**config.mk**
```make
export PLATFORM = sky130hd
export DESIGN_NAME = csf_flags
export DESIGN_NICKNAME = d
export VERILOG_FILES = /design/src/logic/csf_pkg.sv /design/src/logic/csf_alu_if.sv /design/src/logic/csf_alu.sv /design/src/logic/csf_flags.sv
export SDC_FILE = /design/constraint.sdc
export NUM_CORES = 1
export LEC_CHECK = 0
export BUFFER_PORTS_ARGS = -buffer_cell sky130_fd_sc_hd__buf_2
export CAP_MARGIN = 0
export CORE_MARGIN = 4
export CORE_UTILIZATION = 44
export CTS_BUF_LIST = sky130_fd_sc_hd__clkbuf_2
export DETAILED_ROUTE_END_ITERATION = 7
export GPL_TIMING_DRIVEN = 0
export PLACE_DENSITY_LB_ADDON = 0.3
export SYNTH_ARGS = -nofsm -noshare
export SYNTH_HDL_FRONTEND = slang
export SYNTH_SLANG_ARGS = --single-unit
```
**constraint.sdc**
```tcl
create_clock -name clk -period 3.5 [get_ports clk]
set_clock_uncertainty 0.05 [all_clocks]
set_input_delay 0.175 -clock clk [delete_from_list [all_inputs] [get_ports clk]]
set_output_delay 0.175 -clock clk [all_outputs]
set_load 0.03 [all_outputs]
```
**src/logic/csf_pkg.sv**
```systemverilog
// constants and types for the cpu status flags block
package csf_pkg;
    localparam logic [7:0] CSF_FLAGS_ADDR = 8'hd5;
    localparam int CSF_W = 8;
    localparam int CSF_BIT_CARRY = 7;
    localparam int CSF_BIT_ZERO = 6;
    localparam int CSF_BIT_SIGN = 5;
    localparam int CSF_BIT_OVFL = 4;
    localparam int CSF_BIT_DEC = 3;
    localparam int CSF_BIT_HALF = 2;
    localparam int CSF_BIT_FAST = 1;
    localparam int CSF_BIT_BANK = 0;
    localparam logic [7:0] CSF_RESET_VAL = 8'h00;
    localparam logic [3:0] CSF_BCD_LIMIT = 4'h9;
    localparam logic [7:0] CSF_ADJ_LO = 8'h06;
    localparam logic [7:0] CSF_ADJ_HI = 8'h60;
    localparam logic [7:0] CSF_HI_LIMIT = 8'h99;
    // alu operation classes
    typedef enum logic [4:0] {
        CSF_OP_NONE, CSF_OP_ADD, CSF_OP_ADC, CSF_OP_SUB, CSF_OP_SBC,
        CSF_OP_AND, CSF_OP_OR, CSF_OP_XOR, CSF_OP_RL, CSF_OP_RLC,
        CSF_OP_RR, CSF_OP_RRC, CSF_OP_SRA, CSF_OP_BITTEST, CSF_OP_SCF,
        CSF_OP_RCF, CSF_OP_CCF, CSF_OP_DECFIX, CSF_OP_SEL0, CSF_OP_SEL1
    } csf_op_t;
    // condition codes for jumps; only flag bits 7..4 are testable
    typedef enum logic [3:0] {
        CSF_CC_NEVER, CSF_CC_LT, CSF_CC_LE, CSF_CC_ULE, CSF_CC_OV,
        CSF_CC_MI, CSF_CC_EQ, CSF_CC_ULT, CSF_CC_ALWAYS, CSF_CC_GE,
        CSF_CC_GT, CSF_CC_UGT, CSF_CC_NOV, CSF_CC_PL, CSF_CC_NE, CSF_CC_UGE
    } csf_cc_t;
endpackage

```
**src/logic/csf_alu_if.sv**
```systemverilog
// operand and result bundle between flag core and its alu
`timescale 1ns/100ps
interface csf_alu_if;
    import csf_pkg::*;
    csf_op_t op;
    logic [7:0] a;
    logic [7:0] b;
    logic cin;
    logic dec_in;
    logic half_in;
    logic [7:0] res;
    logic [7:0] flg;
    logic [7:0] flg_mask;
    modport core (output op, a, b, cin, dec_in, half_in, input res, flg, flg_mask);
    modport alu (input op, a, b, cin, dec_in, half_in, output res, flg, flg_mask);
endinterface

```
**src/logic/csf_alu.sv**
```systemverilog
// combinational alu producing result and flag updates
`timescale 1ns/100ps
module csf_alu (
    // operation side
    csf_alu_if.alu x
);
    import csf_pkg::*;
    wire is_add = (x.op == CSF_OP_ADD) || (x.op == CSF_OP_ADC);
    wire is_sub = (x.op == CSF_OP_SUB) || (x.op == CSF_OP_SBC);
    wire c_used = ((x.op == CSF_OP_ADC) || (x.op == CSF_OP_SBC)) && x.cin;
    wire [8:0] sum9 = {1'b0, x.a} + {1'b0, x.b} + {8'h00, c_used};
    wire [8:0] dif9 = {1'b0, x.a} - {1'b0, x.b} - {8'h00, c_used};
    wire [4:0] hsum = {1'b0, x.a[3:0]} + {1'b0, x.b[3:0]} + {4'h0, c_used};
    wire [4:0] hdif = {1'b0, x.a[3:0]} - {1'b0, x.b[3:0]} - {4'h0, c_used};
    // decimal fixup from carry, half and direction bits
    wire fix_lo = x.half_in || (!x.dec_in && (x.a[3:0] > CSF_BCD_LIMIT));
    wire fix_hi = x.cin || (!x.dec_in && (x.a > CSF_HI_LIMIT));
    wire [7:0] adj = (fix_lo ? CSF_ADJ_LO : 8'h00) | (fix_hi ? CSF_ADJ_HI : 8'h00);
    wire [7:0] da_res = x.dec_in ? x.a - adj : x.a + adj;
    logic [7:0] r;
    logic c;
    logic v;
    logic [7:0] m;
    always_comb begin
        r = x.a;
        c = x.cin;
        v = 1'b0;
        m = 8'h00;
        case (x.op)
            CSF_OP_ADD, CSF_OP_ADC: begin
                r = sum9[7:0];
                c = sum9[8];
                v = (x.a[7] == x.b[7]) && (r[7] != x.a[7]);
                m = 8'hfc;
            end
            CSF_OP_SUB, CSF_OP_SBC: begin
                r = dif9[7:0];
                c = dif9[8];
                v = (x.a[7] != x.b[7]) && (r[7] != x.a[7]);
                m = 8'hfc;
            end
            CSF_OP_AND, CSF_OP_OR, CSF_OP_XOR: begin
                r = (x.op == CSF_OP_AND) ? (x.a & x.b) :
                    (x.op == CSF_OP_OR) ? (x.a | x.b) : (x.a ^ x.b);
                v = 1'b0;
                m = 8'h70;
            end
            CSF_OP_RL, CSF_OP_RLC: begin
                r = {x.a[6:0], (x.op == CSF_OP_RLC) ? x.cin : x.a[7]};
                c = x.a[7];
                v = r[7] ^ x.a[7];
                m = 8'hf0;
            end
            CSF_OP_RR, CSF_OP_RRC, CSF_OP_SRA: begin
                r = {(x.op == CSF_OP_RRC) ? x.cin : (x.op == CSF_OP_SRA) ? x.a[7] : x.a[0],
                     x.a[7:1]};
                c = x.a[0];
                v = r[7] ^ x.a[7];
                m = 8'hf0;
            end
            CSF_OP_BITTEST: begin
                r = x.a & x.b;
                m = 8'h70;
            end
            CSF_OP_SCF, CSF_OP_RCF, CSF_OP_CCF: begin
                c = (x.op == CSF_OP_SCF) ? 1'b1 : (x.op == CSF_OP_RCF) ? 1'b0 : !x.cin;
                m = 8'h80;
            end
            CSF_OP_DECFIX: begin
                r = da_res;
                c = fix_hi;
                m = 8'he0;
            end
            default: begin
                r = x.a;
            end
        endcase
    end
    assign x.res = r;
    assign x.flg_mask = m;
    assign x.flg = {c, (r == 8'h00), r[7], v, is_sub,
                    is_add ? hsum[4] : hdif[4], 2'b00};
endmodule

```
**src/logic/csf_flags.sv**
```systemverilog
// cpu status flags register with alu, condition test and interrupt bit
`timescale 1ns/100ps
module csf_flags (
    // clock and reset
    input wire logic clk,
    input wire logic rstn,
    // alu operation
    input wire logic op_valid,
    input wire csf_pkg::csf_op_t op_code,
    input wire logic [7:0] op_a,
    input wire logic [7:0] op_b,
    output logic [7:0] op_result,
    // register file access
    input wire logic reg_wr,
    input wire logic reg_rd,
    input wire logic [7:0] reg_addr,
    input wire logic [7:0] reg_wdata,
    output logic [7:0] reg_rdata,
    // condition evaluation
    input wire csf_pkg::csf_cc_t cond_code,
    output logic cond_true,
    // interrupt sequencer
    input wire logic fast_irq_enter,
    input wire logic interrupt_return_op,
    output logic fast_irq_active_bit,
    output logic irq_block,
    output logic fast_return_sel,
    // register bank
    output logic bank_sel
);
    import csf_pkg::*;

    // ****************************************
    // condition decode
    // ****************************************
    // decimal and half bits are left out of the test on purpose
    function automatic logic csf_cond(input csf_cc_t cc, input logic [7:0] f);
        logic c;
        logic z;
        logic s;
        logic v;
        logic t;
        c = f[CSF_BIT_CARRY];
        z = f[CSF_BIT_ZERO];
        s = f[CSF_BIT_SIGN];
        v = f[CSF_BIT_OVFL];
        case (cc)
            CSF_CC_NEVER: t = 1'b0;
            CSF_CC_ALWAYS: t = 1'b1;
            CSF_CC_LT: t = s ^ v;
            CSF_CC_GE: t = !(s ^ v);
            CSF_CC_LE: t = z || (s ^ v);
            CSF_CC_GT: t = !(z || (s ^ v));
            CSF_CC_ULE: t = c || z;
            CSF_CC_UGT: t = !(c || z);
            CSF_CC_OV: t = v;
            CSF_CC_NOV: t = !v;
            CSF_CC_MI: t = s;
            CSF_CC_PL: t = !s;
            CSF_CC_EQ: t = z;
            CSF_CC_NE: t = !z;
            CSF_CC_ULT: t = c;
            CSF_CC_UGE: t = !c;
            default: t = 1'b0;
        endcase
        return t;
    endfunction

    // ****************************************
    // alu
    // ****************************************
    csf_alu_if ai();
    logic [7:0] flags_reg;
    logic [7:0] flags_next;
    logic [7:0] result_reg;
    logic [7:0] rdata_reg;
    logic cond_reg;
    logic fast_reg;
    logic fast_next;
    logic bank_reg;
    logic bank_next;

    assign ai.op = op_valid ? op_code : CSF_OP_NONE;
    assign ai.a = op_a;
    assign ai.b = op_b;
    assign ai.cin = flags_reg[CSF_BIT_CARRY];
    assign ai.dec_in = flags_reg[CSF_BIT_DEC];
    assign ai.half_in = flags_reg[CSF_BIT_HALF];

    csf_alu u_alu (
        .x(ai)
    );

    // ****************************************
    // next state
    // ****************************************
    wire sel_hit = (reg_addr == CSF_FLAGS_ADDR);
    wire wr_hit = reg_wr && sel_hit;
    wire [7:0] wr_mask = 8'hfc;
    // direct write of upper flags; flag update wins over a colliding write
    wire [7:0] wr_val = (flags_reg & ~wr_mask) | (reg_wdata & wr_mask);
    wire [7:0] base = wr_hit ? wr_val : flags_reg;
    wire [7:0] alu_upd = (base & ~ai.flg_mask) | (ai.flg & ai.flg_mask);
    wire sel0 = op_valid && (op_code == CSF_OP_SEL0);
    wire sel1 = op_valid && (op_code == CSF_OP_SEL1);

    assign flags_next = alu_upd;
    // entry takes priority over a return in the same cycle
    assign fast_next = fast_irq_enter ? 1'b1 :
                       interrupt_return_op ? 1'b0 : fast_reg;
    assign bank_next = sel1 ? 1'b1 : sel0 ? 1'b0 :
                       wr_hit ? reg_wdata[CSF_BIT_BANK] : bank_reg;
    wire [7:0] full_flags = {flags_reg[7:2], fast_reg, bank_reg};

    // ****************************************
    // registers
    // ****************************************
    always_ff @(posedge clk) begin
        if (!rstn) begin
            flags_reg <= CSF_RESET_VAL;
            fast_reg <= 1'b0;
            bank_reg <= 1'b0;
            result_reg <= 8'h00;
            rdata_reg <= 8'h00;
            cond_reg <= 1'b0;
        end else begin
            flags_reg <= flags_next;
            fast_reg <= fast_next;
            bank_reg <= bank_next;
            result_reg <= ai.res;
            rdata_reg <= (reg_rd && sel_hit) ? full_flags : 8'h00;
            cond_reg <= csf_cond(cond_code, full_flags);
        end
    end

    assign op_result = result_reg;
    assign reg_rdata = rdata_reg;
    assign cond_true = cond_reg;
    assign fast_irq_active_bit = fast_reg;
    assign irq_block = fast_reg;
    assign fast_return_sel = fast_reg;
    assign bank_sel = bank_reg;

    // ****************************************
    // checks
    // ****************************************
    a_fast_set: assert property (@(posedge clk) disable iff (!rstn)
        fast_irq_enter |=> fast_irq_active_bit && irq_block)
        else $error("fast bit not set after entry");
    a_fast_clear: assert property (@(posedge clk) disable iff (!rstn)
        interrupt_return_op && !fast_irq_enter |=> !fast_irq_active_bit)
        else $error("fast bit not cleared by return");
    a_fast_wr_ignored: assert property (@(posedge clk) disable iff (!rstn)
        wr_hit && !fast_irq_enter && !interrupt_return_op |=> $stable(fast_irq_active_bit))
        else $error("direct write changed fast bit");
    a_bank_ops: assert property (@(posedge clk) disable iff (!rstn)
        sel1 |=> bank_sel)
        else $error("bank not set by group one op");
    a_bank_zero: assert property (@(posedge clk) disable iff (!rstn)
        sel0 |=> !bank_sel)
        else $error("bank not cleared by group zero op");
    a_add_carry: assert property (@(posedge clk) disable iff (!rstn)
        op_valid && op_code == CSF_OP_ADD |=>
        flags_reg[CSF_BIT_CARRY] == (({1'b0, $past(op_a)} + {1'b0, $past(op_b)}) > 9'h0ff))
        else $error("carry wrong after add");
    a_zero_flag: assert property (@(posedge clk) disable iff (!rstn)
        op_valid && op_code inside {CSF_OP_ADD, CSF_OP_AND, CSF_OP_RL} |=>
        flags_reg[CSF_BIT_ZERO] == (op_result == 8'h00))
        else $error("zero flag mismatches result");
    a_sign_flag: assert property (@(posedge clk) disable iff (!rstn)
        op_valid && op_code inside {CSF_OP_SUB, CSF_OP_OR, CSF_OP_RR} |=>
        flags_reg[CSF_BIT_SIGN] == op_result[7])
        else $error("sign flag mismatches result");
    a_logic_ovfl: assert property (@(posedge clk) disable iff (!rstn)
        op_valid && op_code inside {CSF_OP_AND, CSF_OP_OR, CSF_OP_XOR} |=> !flags_reg[CSF_BIT_OVFL])
        else $error("overflow not cleared by logic op");
    a_dec_dir: assert property (@(posedge clk) disable iff (!rstn)
        op_valid && op_code inside {CSF_OP_SUB, CSF_OP_SBC} |=> flags_reg[CSF_BIT_DEC])
        else $error("decimal bit not set by subtract");
    a_shift_carry: assert property (@(posedge clk) disable iff (!rstn)
        op_valid && op_code == CSF_OP_RL |=> flags_reg[CSF_BIT_CARRY] == $past(op_a[7]))
        else $error("carry not last bit shifted out");
    a_ccf_invert: assert property (@(posedge clk) disable iff (!rstn)
        op_valid && op_code == CSF_OP_CCF |=> flags_reg[CSF_BIT_CARRY] != $past(flags_reg[7]))
        else $error("carry not inverted");
    c_fast_cycle: cover property (@(posedge clk) disable iff (!rstn)
        fast_irq_enter ##[1:8] interrupt_return_op);
    c_add_overflow: cover property (@(posedge clk) disable iff (!rstn)
        op_valid && op_code == CSF_OP_ADD ##1 flags_reg[CSF_BIT_OVFL]);
    c_direct_write: cover property (@(posedge clk) disable iff (!rstn) wr_hit);
    c_decfix: cover property (@(posedge clk) disable iff (!rstn)
        op_valid && op_code == CSF_OP_DECFIX);
    c_bank_switch: cover property (@(posedge clk) disable iff (!rstn)
        sel1 ##1 sel0);

    // ****************************************
    // arithmetic flag checks
    // ****************************************
    // expectations rebuilt from past operands, flags and op_result, not from the alu wires
    a_half_add: assert property (@(posedge clk) disable iff (!rstn)
        op_valid && op_code == CSF_OP_ADD |=>
        flags_reg[CSF_BIT_HALF] == (({1'b0, $past(op_a[3:0])} + {1'b0, $past(op_b[3:0])}) > 5'h0f))
        else $error("half carry wrong after add");

    a_half_sub: assert property (@(posedge clk) disable iff (!rstn)
        op_valid && op_code == CSF_OP_SUB |=>
        flags_reg[CSF_BIT_HALF] == ($past(op_b[3:0]) > $past(op_a[3:0])))
        else $error("half borrow wrong after subtract");

    a_sub_borrow: assert property (@(posedge clk) disable iff (!rstn)
        op_valid && op_code == CSF_OP_SUB |=>
        flags_reg[CSF_BIT_CARRY] == ($past(op_b) > $past(op_a)))
        else $error("borrow wrong after subtract");

    a_adc_carry: assert property (@(posedge clk) disable iff (!rstn)
        op_valid && op_code == CSF_OP_ADC |=> flags_reg[CSF_BIT_CARRY] ==
        (({1'b0, $past(op_a)} + {1'b0, $past(op_b)} + {8'h00, $past(flags_reg[CSF_BIT_CARRY])}) > 9'h0ff))
        else $error("carry wrong after add with carry");

    a_add_dec: assert property (@(posedge clk) disable iff (!rstn)
        op_valid && op_code inside {CSF_OP_ADD, CSF_OP_ADC} |=> !flags_reg[CSF_BIT_DEC])
        else $error("decimal bit not cleared by add");

    a_add_ovfl: assert property (@(posedge clk) disable iff (!rstn)
        op_valid && op_code == CSF_OP_ADD |=> flags_reg[CSF_BIT_OVFL] ==
        (($past(op_a[7]) == $past(op_b[7])) && (op_result[7] != $past(op_a[7]))))
        else $error("overflow wrong after add");

    a_xor_zero: assert property (@(posedge clk) disable iff (!rstn)
        op_valid && op_code == CSF_OP_XOR |=>
        flags_reg[CSF_BIT_ZERO] == ($past(op_a) == $past(op_b)))
        else $error("zero flag wrong after xor");

    a_test_zero: assert property (@(posedge clk) disable iff (!rstn)
        op_valid && op_code == CSF_OP_BITTEST |=>
        flags_reg[CSF_BIT_ZERO] == (($past(op_a) & $past(op_b)) == 8'h00))
        else $error("zero flag wrong after bit test");

    a_shift_sign: assert property (@(posedge clk) disable iff (!rstn)
        op_valid && op_code inside {CSF_OP_RL, CSF_OP_RLC, CSF_OP_RRC, CSF_OP_SRA} |=>
        flags_reg[CSF_BIT_SIGN] == op_result[7])
        else $error("sign flag wrong after shift");

    a_rr_carry: assert property (@(posedge clk) disable iff (!rstn)
        op_valid && op_code inside {CSF_OP_RR, CSF_OP_RRC, CSF_OP_SRA} |=>
        flags_reg[CSF_BIT_CARRY] == $past(op_a[0]))
        else $error("carry not last bit shifted right");

    // ****************************************
    // carry instruction checks
    // ****************************************
    a_scf_set: assert property (@(posedge clk) disable iff (!rstn)
        op_valid && op_code == CSF_OP_SCF |=> flags_reg[CSF_BIT_CARRY])
        else $error("carry not set");

    a_rcf_clear: assert property (@(posedge clk) disable iff (!rstn)
        op_valid && op_code == CSF_OP_RCF |=> !flags_reg[CSF_BIT_CARRY])
        else $error("carry not cleared");

    a_carry_only: assert property (@(posedge clk) disable iff (!rstn)
        op_valid && op_code inside {CSF_OP_SCF, CSF_OP_RCF, CSF_OP_CCF} && !reg_wr |=>
        $stable(flags_reg[6:2]))
        else $error("carry op touched other flags");

    // ****************************************
    // register access checks
    // ****************************************
    a_rd_data: assert property (@(posedge clk) disable iff (!rstn)
        reg_rd && sel_hit |=> reg_rdata == $past(full_flags))
        else $error("read data not the flags");

    a_rd_miss: assert property (@(posedge clk) disable iff (!rstn)
        reg_rd && !sel_hit |=> reg_rdata == 8'h00)
        else $error("read of other address returned data");

    a_wr_upper: assert property (@(posedge clk) disable iff (!rstn)
        wr_hit && !op_valid |=> flags_reg[7:2] == $past(reg_wdata[7:2]))
        else $error("direct write did not land");

    a_bank_write: assert property (@(posedge clk) disable iff (!rstn)
        wr_hit && !op_valid |=> bank_sel == $past(reg_wdata[CSF_BIT_BANK]))
        else $error("direct write did not set bank bit");

    a_wr_miss: assert property (@(posedge clk) disable iff (!rstn)
        reg_wr && !sel_hit && !op_valid |=> $stable(flags_reg))
        else $error("write to other address changed flags");

    a_idle_hold: assert property (@(posedge clk) disable iff (!rstn)
        !op_valid && !reg_wr |=> $stable(flags_reg))
        else $error("flags changed without op or write");

    // ****************************************
    // condition, reset and fast bit checks
    // ****************************************
    a_cond_eq: assert property (@(posedge clk) disable iff (!rstn)
        cond_code == CSF_CC_EQ |=> cond_true == $past(flags_reg[CSF_BIT_ZERO]))
        else $error("equal condition wrong");

    a_cond_mi: assert property (@(posedge clk) disable iff (!rstn)
        cond_code == CSF_CC_MI |=> cond_true == $past(flags_reg[CSF_BIT_SIGN]))
        else $error("minus condition wrong");

    a_cond_ult: assert property (@(posedge clk) disable iff (!rstn)
        cond_code == CSF_CC_ULT |=> cond_true == $past(flags_reg[CSF_BIT_CARRY]))
        else $error("carry condition wrong");

    a_cond_ov: assert property (@(posedge clk) disable iff (!rstn)
        cond_code == CSF_CC_OV |=> cond_true == $past(flags_reg[CSF_BIT_OVFL]))
        else $error("overflow condition wrong");

    // reset check must run while reset is low, so no disable here
    a_reset_clear: assert property (@(posedge clk)
        !rstn |=> !fast_irq_active_bit && !bank_sel)
        else $error("reset left fast or bank bit set");

    a_block_follow: assert property (@(posedge clk) disable iff (!rstn)
        fast_irq_active_bit |-> irq_block && fast_return_sel)
        else $error("fast bit set without block");
endmodule

```
### Word level (Yosys, flattened, before mapping)

Index checks and enable logic that the tools add are counted.

| storage, ports and cells | value |
|---|---|
| register bits after elaboration | 27 |
| word-level logic and storage cells | 130 |
| input port bits | 48 |
| output and inout bits | 21 |

| operators by class | value |
|---|---|
| $add $sub $neg | 10 |
| equal/unequal tests | 39 |
| bitwise operators | 12 |
| muxes and demuxes | 23 |
| reduce and logical (&&, ||, !) cells | 38 |
| $lt $le $gt $ge | 2 |

Operator list:

| operator | number |
|---|---|
| case mux 8 bit (7 select lines) | 1 |
| equality test 5 x 4 -> 1 bit, second input constant | 8 |
| case mux 8 bit (5 select lines) | 1 |
| equality test 4 bit, second input constant | 8 |
| 2-to-1 mux 8 bit | 4 |
| AND 8 bit | 3 |
| OR 8 bit | 3 |
| equality test 5 x 3 -> 1 bit, second input constant | 4 |
| equality test 5 bit, second input constant | 4 |
| equality test 4 x 3 -> 1 bit, second input constant | 4 |
| case mux 1 bit (16 select lines) | 1 |
| 2-to-1 mux 1 bit | 11 |
| equality test 5 x 2 -> 1 bit, second input constant | 2 |
| adder 8 x 8 -> 9 bit | 1 |
| adder 9 x 1 -> 9 bit | 1 |
| logical AND 1 bit | 9 |
| OR reduction 3 bit | 3 |
| subtractor 8 x 8 -> 9 bit | 1 |
| subtractor 9 x 1 -> 9 bit | 1 |
| adder 8 bit | 1 |
| equality test 4 x 2 -> 1 bit, second input constant | 2 |
| equality test 8 bit, second input constant | 1 |
| > comparator 8 bit, second input constant | 1 |
| logical NOT 1 bit | 8 |
| 28 further kinds | 41 |

### Longest topological paths before layout

Gate-level depths: netlist (run 1).

| logic depth | value |
|---|---|
| depth in word-level cells | 11 |
| depth in mapped cells | 15 |
| gate-level depth less buffers | 13 |

### By module

From an unflattened synthesis (run 1), not the netlist that was laid out.

| second synthesis, totals | value |
|---|---|
| cell total of the unflattened synthesis | 422 |
| area, all modules | 3279.4 um^2 |

Modules (own cells, without submodules):

| module | cells each | instances | seq. area each (um^2) | area an instance (um^2) |
|---|---|---|---|---|
| csf_alu | 321 | 1 | 0.0 | 2273.4 |
| csf_flags | 101 | 1 | 500.5 | 1006.0 |

### Worst setup path after synthesis (run 1)

OpenSTA, ideal clock, no wires.

| timing path | value |
|---|---|
| kind | input port to flip-flop |
| start point | input port op_code[1] |
| end point | register (tool-made name) |
| setup time | 0.059 ns |
| path buffers | 2 |
| stages on the path | 15 |
| data required time | 3.391 ns |
| slack | 0.471 ns |
| data arrival time | 2.921 ns |
| path through | buf_6 buf_2 xor2_1 nand4_1 inv_1 fa_1 inv_1 ha_1 o21ai_0 a311oi_1 a31oi_1 xnor2_1 a2111o_1 o22ai_1 a31o_1 |

RTL lines:

| what | line | text |
|---|---|---|
| from (decl) | csf_flags.sv:9 | `input wire csf_pkg::csf_op_t op_code,` |

==> key figures, run 1 <==
Outcome
  • Outcome: complete, no violations

Pwr
  • Pwr/cell area: 233 nW/um2
  • Peak supply drop: 0.000121 V
  • Leak: 1.72 nW
  • Overall power: 0.000879 W

Worst hold path
  • Hold Crit Class: primary input to flop
  • Hold worst-path end: cond_true
  • HP Start: cond_code[3]
  • Hold path cells: 3

Logic synthesis
  • Syn_nets: 503
  • Yosys top cell area share: 15.3%
  • Predominant post-synthesis flop cell: dfxtp_1
  • Largest cells by area after synthesis: dfxtp_1 (15%), ha_1 (15%), nor2_1 (4.1%)
  • Synth area leader: dfxtp_1
  • Post-synth ARST share: 0%
  • Yosys warns: 0
  • Yosys reg bits: 25
  • Unique masters post-synth: 73
  • Syn Std Cell Area: 3270 um2
  • Avg Inst Size Synth: 7.95 um2
  • Sequential area share after synthesis: 15.3%
  • Post-Syn Instances: 412
  • Number of synthesized flops with an enable pin: 0

Timing
  • Final TNS setup: 0 ns
  • Final setup vio count: 0
  • RSZ-0062 raised after global routing: false
  • Tcrit/Tclk final: 93.7%
  • Minimum clock period: 3.28 ns
  • Final worst-path setup slack: 0.220 ns
  • Max Fclk: 0.305 GHz
  • Slew @ Worst Pin: 0.563 ns
  • Final max-slew violation count: 0
  • Slew margin rel.: 62.4%
  • Fin. Hold Viols: 0

Global routing
  • Vias in the first global route: 3172
  • Total congestion overflow: 0
  • Total GRT Usage: 22.6%
  • GRT met2 Usage: 36.8%
  • GRT Max-Usage Layer: met2
  • Initial antenna violation count: 0
  • Pin count of the biggest net entering global routing: 16
  • Met3 usage: 3.45%
  • Met1 Resource Use GR: 31.1%
  • First-pass GRT wire length: 16000 um

Critical path
  • Reg2Reg Depth: 12
  • WS Path Type: flop to flop
  • CP max FO: 10
  • CP Cell Sequence: nand4_1 -> inv_1 -> fa_1 -> inv_1 -> ha_1 -> o21ai_0 -> a311oi_2 -> a31oi_1 -> xnor2_1 -> a2111o_1 -> o22ai_1 -> a31o_1
  • Buf+Inv Stages, Crit Path: 2
  • Critical path required time: 3.77 ns
  • CP top delay family: compound AO/OA/AOI/OAI gates
  • Critical path capture point type: flop
  • Critical Path AT: 3.55 ns
  • Slowest stage cell, crit path: fa_1
  • Startpoint types: flop
  • Crit-path max cell delay: 0.56 ns
  • Most used cell, CP: inv_1
  • Flop2flop setup slack: 0.22 ns

Floorplan
  • Chip height: 94.3 um
  • FP Rows: 31
  • Ports: 69
  • Core area: 7250 um2
  • Die area: 8890 um2
  • Chip Width: 94.3 um
  • Starting Density: 45.1%

Final layout
  • Layout cell share with drive strength beyond 1: 20.3%
  • Most common cell after layout, fill and taps aside: buf_2
  • Final core occ: 51.9%
  • Layout fillers: 743
  • Most frequent cells in the layout: buf_2 (70), ha_1 (39), nor2_1 (36)
  • Layout area overhead: 15.1%
  • Ant. Diodes: 0
  • Final nets: 574

Route
  • Vias/cell: 5.93
  • WL per Instance: 17.2 um
  • Wirelength, routed: 10000 um
  • First-pass detailed-route iteration total: 5
  • Vias: 3447
  • DR iter-0 viols: 281
  • Residual DRC count: 0
  • Final ANT Viol Nets: 0

Placement
  • Post-Place Worst Slack: -0.212 ns
  • Port bufs: 66
  • Routability cong.: 0.930
  • Detailed placement HPWL: 8120 um

Clock network
  • Clock Path Buffers: 2
  • # H-tree levels: 1
  • Clk root buf: clkbuf_2
  • Setup bufs post-CTS: 0
  • CTS tree: done
  • Number of buffers created by CTS: 3
  • CTS clk-pin slew, worst paths: 0.23 ns
  • Clock sink count: 25
  • Worst skew pair latency: 0.35 ns

Job
  • MaxCap Viol Count: 0
worst register-to-register path, stage by stage, from the launching register on:
cell	delay [ns]
dfxtp_4	0.44
nand4_1	0.16
inv_1	0.08
fa_1	0.56
inv_1	0.06
ha_1	0.16
o21ai_0	0.30
a311oi_2	0.18
a31oi_1	0.30
xnor2_1	0.16
a2111o_1	0.45
o22ai_1	0.20
a31o_1	0.16
kinds of logic after synthesis:
kind of cell / Yosys count / synth area share (%)
buf+inv: 56 / 8.18
simple gates: 138 / 23.3
flops: 25 / 15.3
mux: 12 / 3.74
compound gates: 118 / 26.8
fa+ha+maj: 43 / 17.3
xor+xnor: 20 / 5.35
through the flow:
step | hold slack [ns] | area, um2 | cells
floorplan | 0.242 | 3270 | 412
global route | 0.0343 | 3770 | 581
global placement | 0.346 | 3730 | 577
finish | 0.0230 | 3770 | 581
CTS | 0.0224 | 3760 | 581
detailed placement | 0.356 | 3730 | 577
cell type report:
type                    instances  area (um2)  area share, %
multi-input cells             331        2510           66.7
clock buffers                   3        15.0          0.399
well taps                      99         124           3.29
inverters                      35         131           3.49
flip-flops and latches         25         504           13.4
clock inverters                 1        7.51          0.199
plain buffers                  20         133           3.52
repair buffers                 67         340           9.03
cells in the mapped netlist, drive strengths merged, types with 9 or more instances:
master / number
inv: 35
dfxtp: 25
a21oi: 19
xnor2: 11
and2: 17
ha: 39
buf: 13
xor2: 9
o21ai: 19
mux2i: 10
nor2: 36
nand2: 22
metal layers:
metal | part of all wire (%) | routed length (um)
met1 | 44 | 4420
met2 | 44 | 4440
met3 | 9.2 | 917
met4 | 2.4 | 245
met5 | 0 | 0
where the power goes:
part	switching (W)	total [W]	leakage [nW]	internal, W
clock network	0.0000832	0.000110	0.0126	0.0000266
registers	0.00000829	0.000306	0.205	0.000298
logic	0.000274	0.000463	1.50	0.000189
total	0.000366	0.000879	1.72	0.000513
worst max path at each step:
stage	to	cells past startpoint	slack [ns]	startpoint
4_1_cts	flop	12	0.10	flop
3_3_place_gp	flop	13	-0.21	flop
2_1_floorplan	flop	15	0.47	op_code[1]
6_report	flop	12	0.22	flop
5_1_grt	flop	15	0.03	op_code[1]
3_5_place_dp	flop	13	-0.21	flop
what timing repair did:
action | in CTS | in global routing
endpoints found under the setup margin | 5 | 4
endpoints found under the hold margin | 1 | 0
hold buffers | 1 | 0
resized for setup | 1 | 2
Power figures use the tool's default switching activity.
==> run 2, diff against run 1 <==
--- a/config.mk
+++ b/config.mk
@@ -16,3 +16,4 @@
 export SYNTH_ARGS = -nofsm -noshare
 export SYNTH_HDL_FRONTEND = slang
+export SYNTH_HIERARCHICAL = 1
 export SYNTH_SLANG_ARGS = --single-unit
==> constraint.sdc (replaced) <==
create_clock -name clk -period 3.5 [get_ports clk]
set_clock_uncertainty 0.05 [all_clocks]
set_input_delay 0 -clock clk [delete_from_list [all_inputs] [get_ports clk]]
set_output_delay 0 -clock clk [all_outputs]
set_load 0.03 [all_outputs]
==> key figures, run 2 <==
Outcome
  • Outcome: complete, no violations

Global routing
  • GRT Max-Usage Layer: met2
  • Met3 usage: 1.20% (-2.2 points)
  • Total congestion overflow: 0 (unchanged)
  • First-pass GRT wire length: 14900 um (-6.9%)
  • Initial antenna violation count: 0 (unchanged)
  • Pin count of the biggest net entering global routing: 28 (+12)
  • Vias in the first global route: 3060 (-3.5%)
  • GRT met2 Usage: 37.5% (+0.67 points)
  • Met1 Resource Use GR: 27.6% (-3.5 points)
  • Total GRT Usage: 21.1% (-1.5 points)

Floorplan
  • Die area: 8810 um2 (-0.80%)
  • Chip height: 93.9 um (-0.40%)
  • Core area: 7210 um2 (-0.53%)
  • Starting Density: 45.0% (-0.16 points)
  • Ports: 69 (unchanged)
  • FP Rows: 31 (unchanged)
  • Chip Width: 93.9 um (-0.40%)

Clock network
  • Clock sink count: 25 (unchanged)
  • Number of buffers created by CTS: 3 (unchanged)
  • CTS tree: done
  • Worst skew pair latency: 0.32 ns (-0.03 ns)
  • Clk root buf: clkbuf_2
  • # H-tree levels: 1 (unchanged)
  • Clock Path Buffers: 2 (unchanged)
  • CTS clk-pin slew, worst paths: 0.20 ns (-0.03 ns)

Route
  • Wirelength, routed: 9580 um (-4.4%)
  • DR iter-0 viols: 260 (-7.5%)
  • Vias/cell: 5.68 (-4.3%)
  • Residual DRC count: 0 (unchanged)
  • Vias: 3377 (-2.0%)
  • WL per Instance: 16.1 um (-6.6%)
  • First-pass detailed-route iteration total: 8 (+3)
  • Final ANT Viol Nets: 0 (unchanged)

Timing
  • Final TNS setup: 0 ns (unchanged)
  • Slew margin rel.: 40.2% (-22 points)
  • Minimum clock period: 3.42 ns (+0.137 ns)
  • Max Fclk: 0.293 GHz (-4.0%)
  • RSZ-0062 raised after global routing: true
  • Tcrit/Tclk final: 97.6% (+3.9 points)
  • Final max-slew violation count: 0 (unchanged)
  • Slew @ Worst Pin: 0.895 ns (+0.332 ns)
  • Final setup vio count: 0 (unchanged)
  • Fin. Hold Viols: 0 (unchanged)

Final layout
  • Most common cell after layout, fill and taps aside: buf_2
  • Most frequent cells in the layout: buf_2 (68), inv_1 (43), ha_1 (38)
  • Layout cell share with drive strength beyond 1: 22.0% (+1.6 points)
  • Layout area overhead: 20.5%
  • Layout fillers: 719 (-3.2%)
  • Final nets: 588 (+2.4%)
  • Ant. Diodes: 0 (unchanged)

Critical path
  • Crit-path max cell delay: 0.54 ns (-0.02 ns)
  • Critical path required time: 3.72 ns (-0.05 ns)
  • Critical Path AT: 3.64 ns (+0.09 ns)
  • Reg2Reg Depth: 14 (+2)
  • CP Cell Sequence: buf_2 -> and2_1 -> buf_4 -> buf_12 -> xor2_1 -> nand4_1 -> inv_2 -> fa_1 -> inv_1 -> ha_2 -> o21ai_4 -> nand2_2 -> xnor2_2 -> o22ai_1 -> or3_4 -> or4b_4 -> nor4_4 -> o21ai_1 -> a21oi_1
  • Flop2flop setup slack: 0.12 ns (-0.10 ns)
  • Startpoint types: primary input
  • Critical Path Source: op_valid
  • Slowest stage cell, crit path: fa_1
  • CP max FO: 19 (+9)
  • Critical Path Stages: 19 (+7)
  • Buf+Inv Stages, Crit Path: 5 (+3)
  • Critical path capture point type: flop
  • WS Path Type: primary input to flop
  • CP top delay family: simple AND/OR/NAND/NOR gates

Pwr
  • Leak: 1.78 nW (+3.2%)
  • Peak supply drop: 0.000113 V (-7.0%)
  • Overall power: 0.00106 W (+21%)
  • Pwr/cell area: 272 nW/um2 (+17%)

Logic synthesis
  • Syn Std Cell Area: 3250 um2 (-0.88%)
  • Post-Syn Instances: 417 (+1.2%)
  • Syn_nets: 508 (+0.99%)
  • Yosys warns: 6 (+6)
  • Avg Inst Size Synth: 7.78 um2 (-2.1%)

Worst hold path
  • Hold Crit Class: primary input to flop

Placement
  • Routability cong.: 0.924 (-0.70%)
  • Detailed placement HPWL: 7730 um (-4.7%)
  • Port bufs: 67 (+1.5%)

Job
  • MaxCap Viol Count: 0 (unchanged)
## run 2: changes by cell type in the layout (fill, tap and decap cells not counted), moves of 7 or more
| cell | previous run | this run |
|---|---|---|
| and2_1 | 16 | 23 |
| dlygate4sd3_1 | 1 | 11 |
| inv_1 | 35 | 43 |
| o21ai_0 | 17 | 24 |
| buf_4 | 4 | 11 |
| nor2_1 | 36 | 29 |
## run 2: worst min-delay path by stage
stage | startpoint | end | slack (ns) | cells past startpoint
after floorplan | fast_irq_enter | fast_irq_active_bit | 0.07 | 1
after global placement | fast_irq_enter | fast_irq_active_bit | 0.16 | 2
after detailed placement | fast_irq_enter | fast_irq_active_bit | 0.17 | 2
after CTS | cond_code[3] | cond_true | 0.008 | 3
after global routing | cond_code[3] | cond_true | 0.01 | 3
final | cond_code[3] | cond_true | 0.03 | 3
## run 2: layout make-up
| type | count | area (um2) | area share, % |
|---|---|---|---|
| multi-input combinational | 323 | 2490 | 63.8 |
| tap | 99 | 124 | 3.17 |
| clock buffer | 4 | 20.0 | 0.512 |
| inverter | 45 | 169 | 4.32 |
| sequential | 25 | 504 | 12.9 |
| buffer | 19 | 143 | 3.65 |
| timing repair buffer | 80 | 458 | 11.7 |
## run 2: power by group
part	internal [W]	total, W	switching, W
sequential	0.000307	0.000321	0.0000137
clock	0.0000302	0.000107	0.0000771
combinational	0.000273	0.000635	0.000362
## run 2: repair_timing
action | in CTS | in global routing
hold buffers | 11 | 0
pin swaps | 1 | 4
resized for setup | 8 | 18
setup buffers | 1 | 0
setup endpoints to repair | 5 | 5
hold endpoints to repair | 8 | 0
cloned | 0 | 0
## run 2: worst min-delay path, cell delays in order
cell,delay [ns]
buf_2,0.11
and2b_1,0.12
a311o_1,0.15
## run 2: metal layers
metal / up-vias / part of all wire [%]
li1: 1655 / -
met5: - / 0
met3: 17 / 8.3
met1: 1520 / 43
met4: 0 / 1.8
met2: 185 / 47
## run 2: stage by stage
stage / hold slack (ns) / instance area (um2) / worst slack [ns] / util [%] / std cells
after floorplan: 0.0738 / 3250 / 0.0595 / - / 417
after global placement: 0.162 / 3710 / -0.577 / 51.4 / 583
after detailed placement: 0.172 / 3710 / -0.739 / 51.5 / 584
after CTS: 0.00802 / 3850 / 0.0401 / 53.4 / 596
after global routing: 0.0108 / 3910 / -0.0596 / 54.2 / 595
final: 0.0319 / 3910 / 0.0836 / 54.2 / 595
==> run 3, diff against run 2 <==
PLACE_DENSITY = 0.67   (was unset)
PLACE_DENSITY_LB_ADDON = unset   (was 0.3)
==> key figures, run 3 (same netlist as run 2, synthesis figures left out) <==
Timing
  • Tcrit/Tclk final: 95.6% (-2.0 points)
  • Slew margin rel.: 31.5% (-8.7 points)
  • Final setup vio count: 0 (unchanged)
  • Minimum clock period: 3.35 ns (-0.0705 ns)
  • Max Fclk: 0.299 GHz (+2.1%)
  • Slew @ Worst Pin: 1.02 ns (+0.124 ns)
  • Fin. Hold Viols: 0 (unchanged)
  • RSZ-0062 raised after global routing: true
  • Final max-slew violation count: 0 (unchanged)

Pwr
  • Pwr/cell area: 271 nW/um2 (-0.17%)
  • Pint: 0.000623 W (+2.1%)
  • Psw: 0.000462 W (+1.9%)
  • Leak: 1.82 nW (+2.6%)
  • Peak supply drop: 0.000114 V (+1.0%)
  • Logic pwr share: 60.5% (+0.8 points)
  • Sequential Power Share: 29.7% (-0.5 points)
  • Sw frac: 42.6% (about the same)
  • Clock power frac: 9.7% (-0.4 points)

Floorplan
  • FP Rows: 31 (unchanged)
  • Die area: 8810 um2 (unchanged)
  • Starting Density: 45.0% (unchanged)
  • Core area: 7210 um2 (unchanged)
  • Ports: 69 (unchanged)
  • Chip Width: 93.9 um (unchanged)
  • Chip height: 93.9 um (unchanged)

Route
  • First-pass detailed-route iteration total: 5 (-3)
  • Vias/cell: 5.66 (-0.30%)
  • WL per Instance: 16.1 um (about the same)
  • Vias: 3412 (+1.0%)
  • Final ANT Viol Nets: 0 (unchanged)
  • Wirelength, routed: 9720 um (+1.4%)
  • Residual DRC count: 0 (unchanged)
  • DR iter-0 viols: 274 (+5.4%)

Final layout
  • Most frequent cells in the layout: buf_2 (67), inv_1 (43), ha_1 (39)
  • Most common cell after layout, fill and taps aside: buf_2
  • Layout cell share with drive strength beyond 1: 23.2% (+1.2 points)
  • Design area: 4000 um2 (+2.2%)
  • Layout area overhead: 23.2%
  • Final nets: 596 (+1.4%)
  • Count of non-filler cells in the finished layout: 603 (+1.3%)
  • Ant. Diodes: 0 (unchanged)

Clock network
  • Worst skew pair latency: 0.34 ns (+0.02 ns)
  • # H-tree levels: 1 (unchanged)
  • Clock sink count: 25 (unchanged)
  • CTS clk-pin slew, worst paths: 0.21 ns (about the same)
  • Clock Path Buffers: 2 (unchanged)
  • Number of buffers created by CTS: 3 (unchanged)
  • CTS tree: done
  • Clk root buf: clkbuf_2

Placement
  • Cells after DPL: 583 (-0.17%)
  • Placed cell areas: 3710 um2 (about the same)
  • Detailed placement HPWL: 7670 um (-0.79%)
  • Routability cong.: 0.933 (+1.0%)
  • Port bufs: 67 (unchanged)

Critical path
  • Buf+Inv Stages, Crit Path: 4 (-1)
  • Flop2flop setup slack: 0.15 ns (+0.03 ns)
  • CP Cell Sequence: nand4_1 -> buf_4 -> fa_2 -> ha_1 -> o21ai_2 -> buf_4 -> a2111oi_4 -> o21a_1 -> buf_4 -> o31a_1 -> mux2i_1 -> o31ai_1 -> buf_4 -> o21ai_0 -> a21oi_1
  • Critical Path AT: 3.58 ns (-0.06 ns)
  • Reg2Reg Depth: 15 (+1)
  • Critical Path Stages: 15 (-4)
  • WS Path Type: flop to flop
  • CP max FO: 6 (-13)
  • Crit-path max cell delay: 0.42 ns (-0.12 ns)
  • CP top delay family: compound AO/OA/AOI/OAI gates
  • Startpoint types: flop
  • Most used cell, CP: buf_4
  • Critical path capture point type: flop
  • Critical path required time: 3.74 ns (+0.02 ns)
  • Slowest stage cell, crit path: dfxtp_4

Global routing
  • Total congestion overflow: 0 (unchanged)
  • Total GRT Usage: 21.9% (+0.87 points)
  • Pin count of the biggest net entering global routing: 20 (-29%)
  • First-pass GRT wire length: 15600 um (+4.3%)
  • Initial antenna violation count: 0 (unchanged)
  • Vias in the first global route: 3188 (+4.2%)

Worst hold path
  • Hold worst-path end: reg_rdata[6]
  • HP Start: reg_rd
  • Hold Crit Class: primary input to flop
  • Hold path cells: 4 (+1)

Outcome
  • Outcome: complete, no violations

Job
  • MaxCap Viol Count: 0 (unchanged)
## run 3: metrics by stage
| stage | setup TNS (ns) | setup slack [ns] | hold slack [ns] | utilization [%] | total power [W] |
|---|---|---|---|---|---|
| final | 0 | 0.154 | 0.0522 | 55.4 | 0.00108 |
| after global routing | -0.0417 | -0.0274 | 0.0670 | 55.4 | 0.00117 |
| after CTS | 0 | 0.0244 | 0.0364 | 53.4 | 0.00104 |
| after detailed placement | -3.34 | -0.663 | 0.167 | 51.5 | 0.000921 |
| after global placement | -2.69 | -0.578 | 0.164 | 51.4 | 0.000908 |
| after floorplan | 0 | 0.0595 | 0.0738 | - | 0.000754 |
## run 3: how the worst max path moves through the flow
stage | endpoint | slack [ns]
CTS | flop | 0.02
floorplan | flop | 0.06
global route | flop | -0.03
detailed placement | flop | -0.66
finish | flop | 0.15
global placement | flop | -0.58
## run 3: power groups by stage
stage	Clock, W	Combinational [W]	Sequential [W]
after detailed placement	0	0.000590	0.000331
after global placement	0	0.000577	0.000331
final	0.000106	0.000657	0.000322
after global routing	0.000117	0.000729	0.000326
after floorplan	0	0.000400	0.000354
after CTS	0.000110	0.000604	0.000326
## run 3: what timing repair did
item                       CTS  global route
pin swaps                    0             7
setup endpoints to repair    5             5
gates resized for setup      6            25
hold endpoints to repair     9             0
hold buffers                12             0
setup buffers                0             8
## run 3: tightest hold or removal path, stage by stage
cell,delay (ns)
buf_2,0.09
nand2_1,0.05
nor3_1,0.11
and2_1,0.18
## run 3: metal layers
| metal | part of all wire (%) | track usage [%] |
|---|---|---|
| met1 | 43 | 29.3 |
| met2 | 47 | 37.4 |
| met3 | 7.4 | 0.962 |
| met4 | 1.8 | 7.82 |
| met5 | 0 | 0 |
## run 3: final cells by class
type                            instances  area, um2
Buffer                                 20        163
Clock buffer                            3       15.0
Clock inverter                          1       5.00
Fill cell                             700       3220
Inverter                               45        169
Multi-Input combinational cell        323       2500
Sequential cell                        25        504
Tap cell                               99        124
Timing Repair Buffer                   87        515
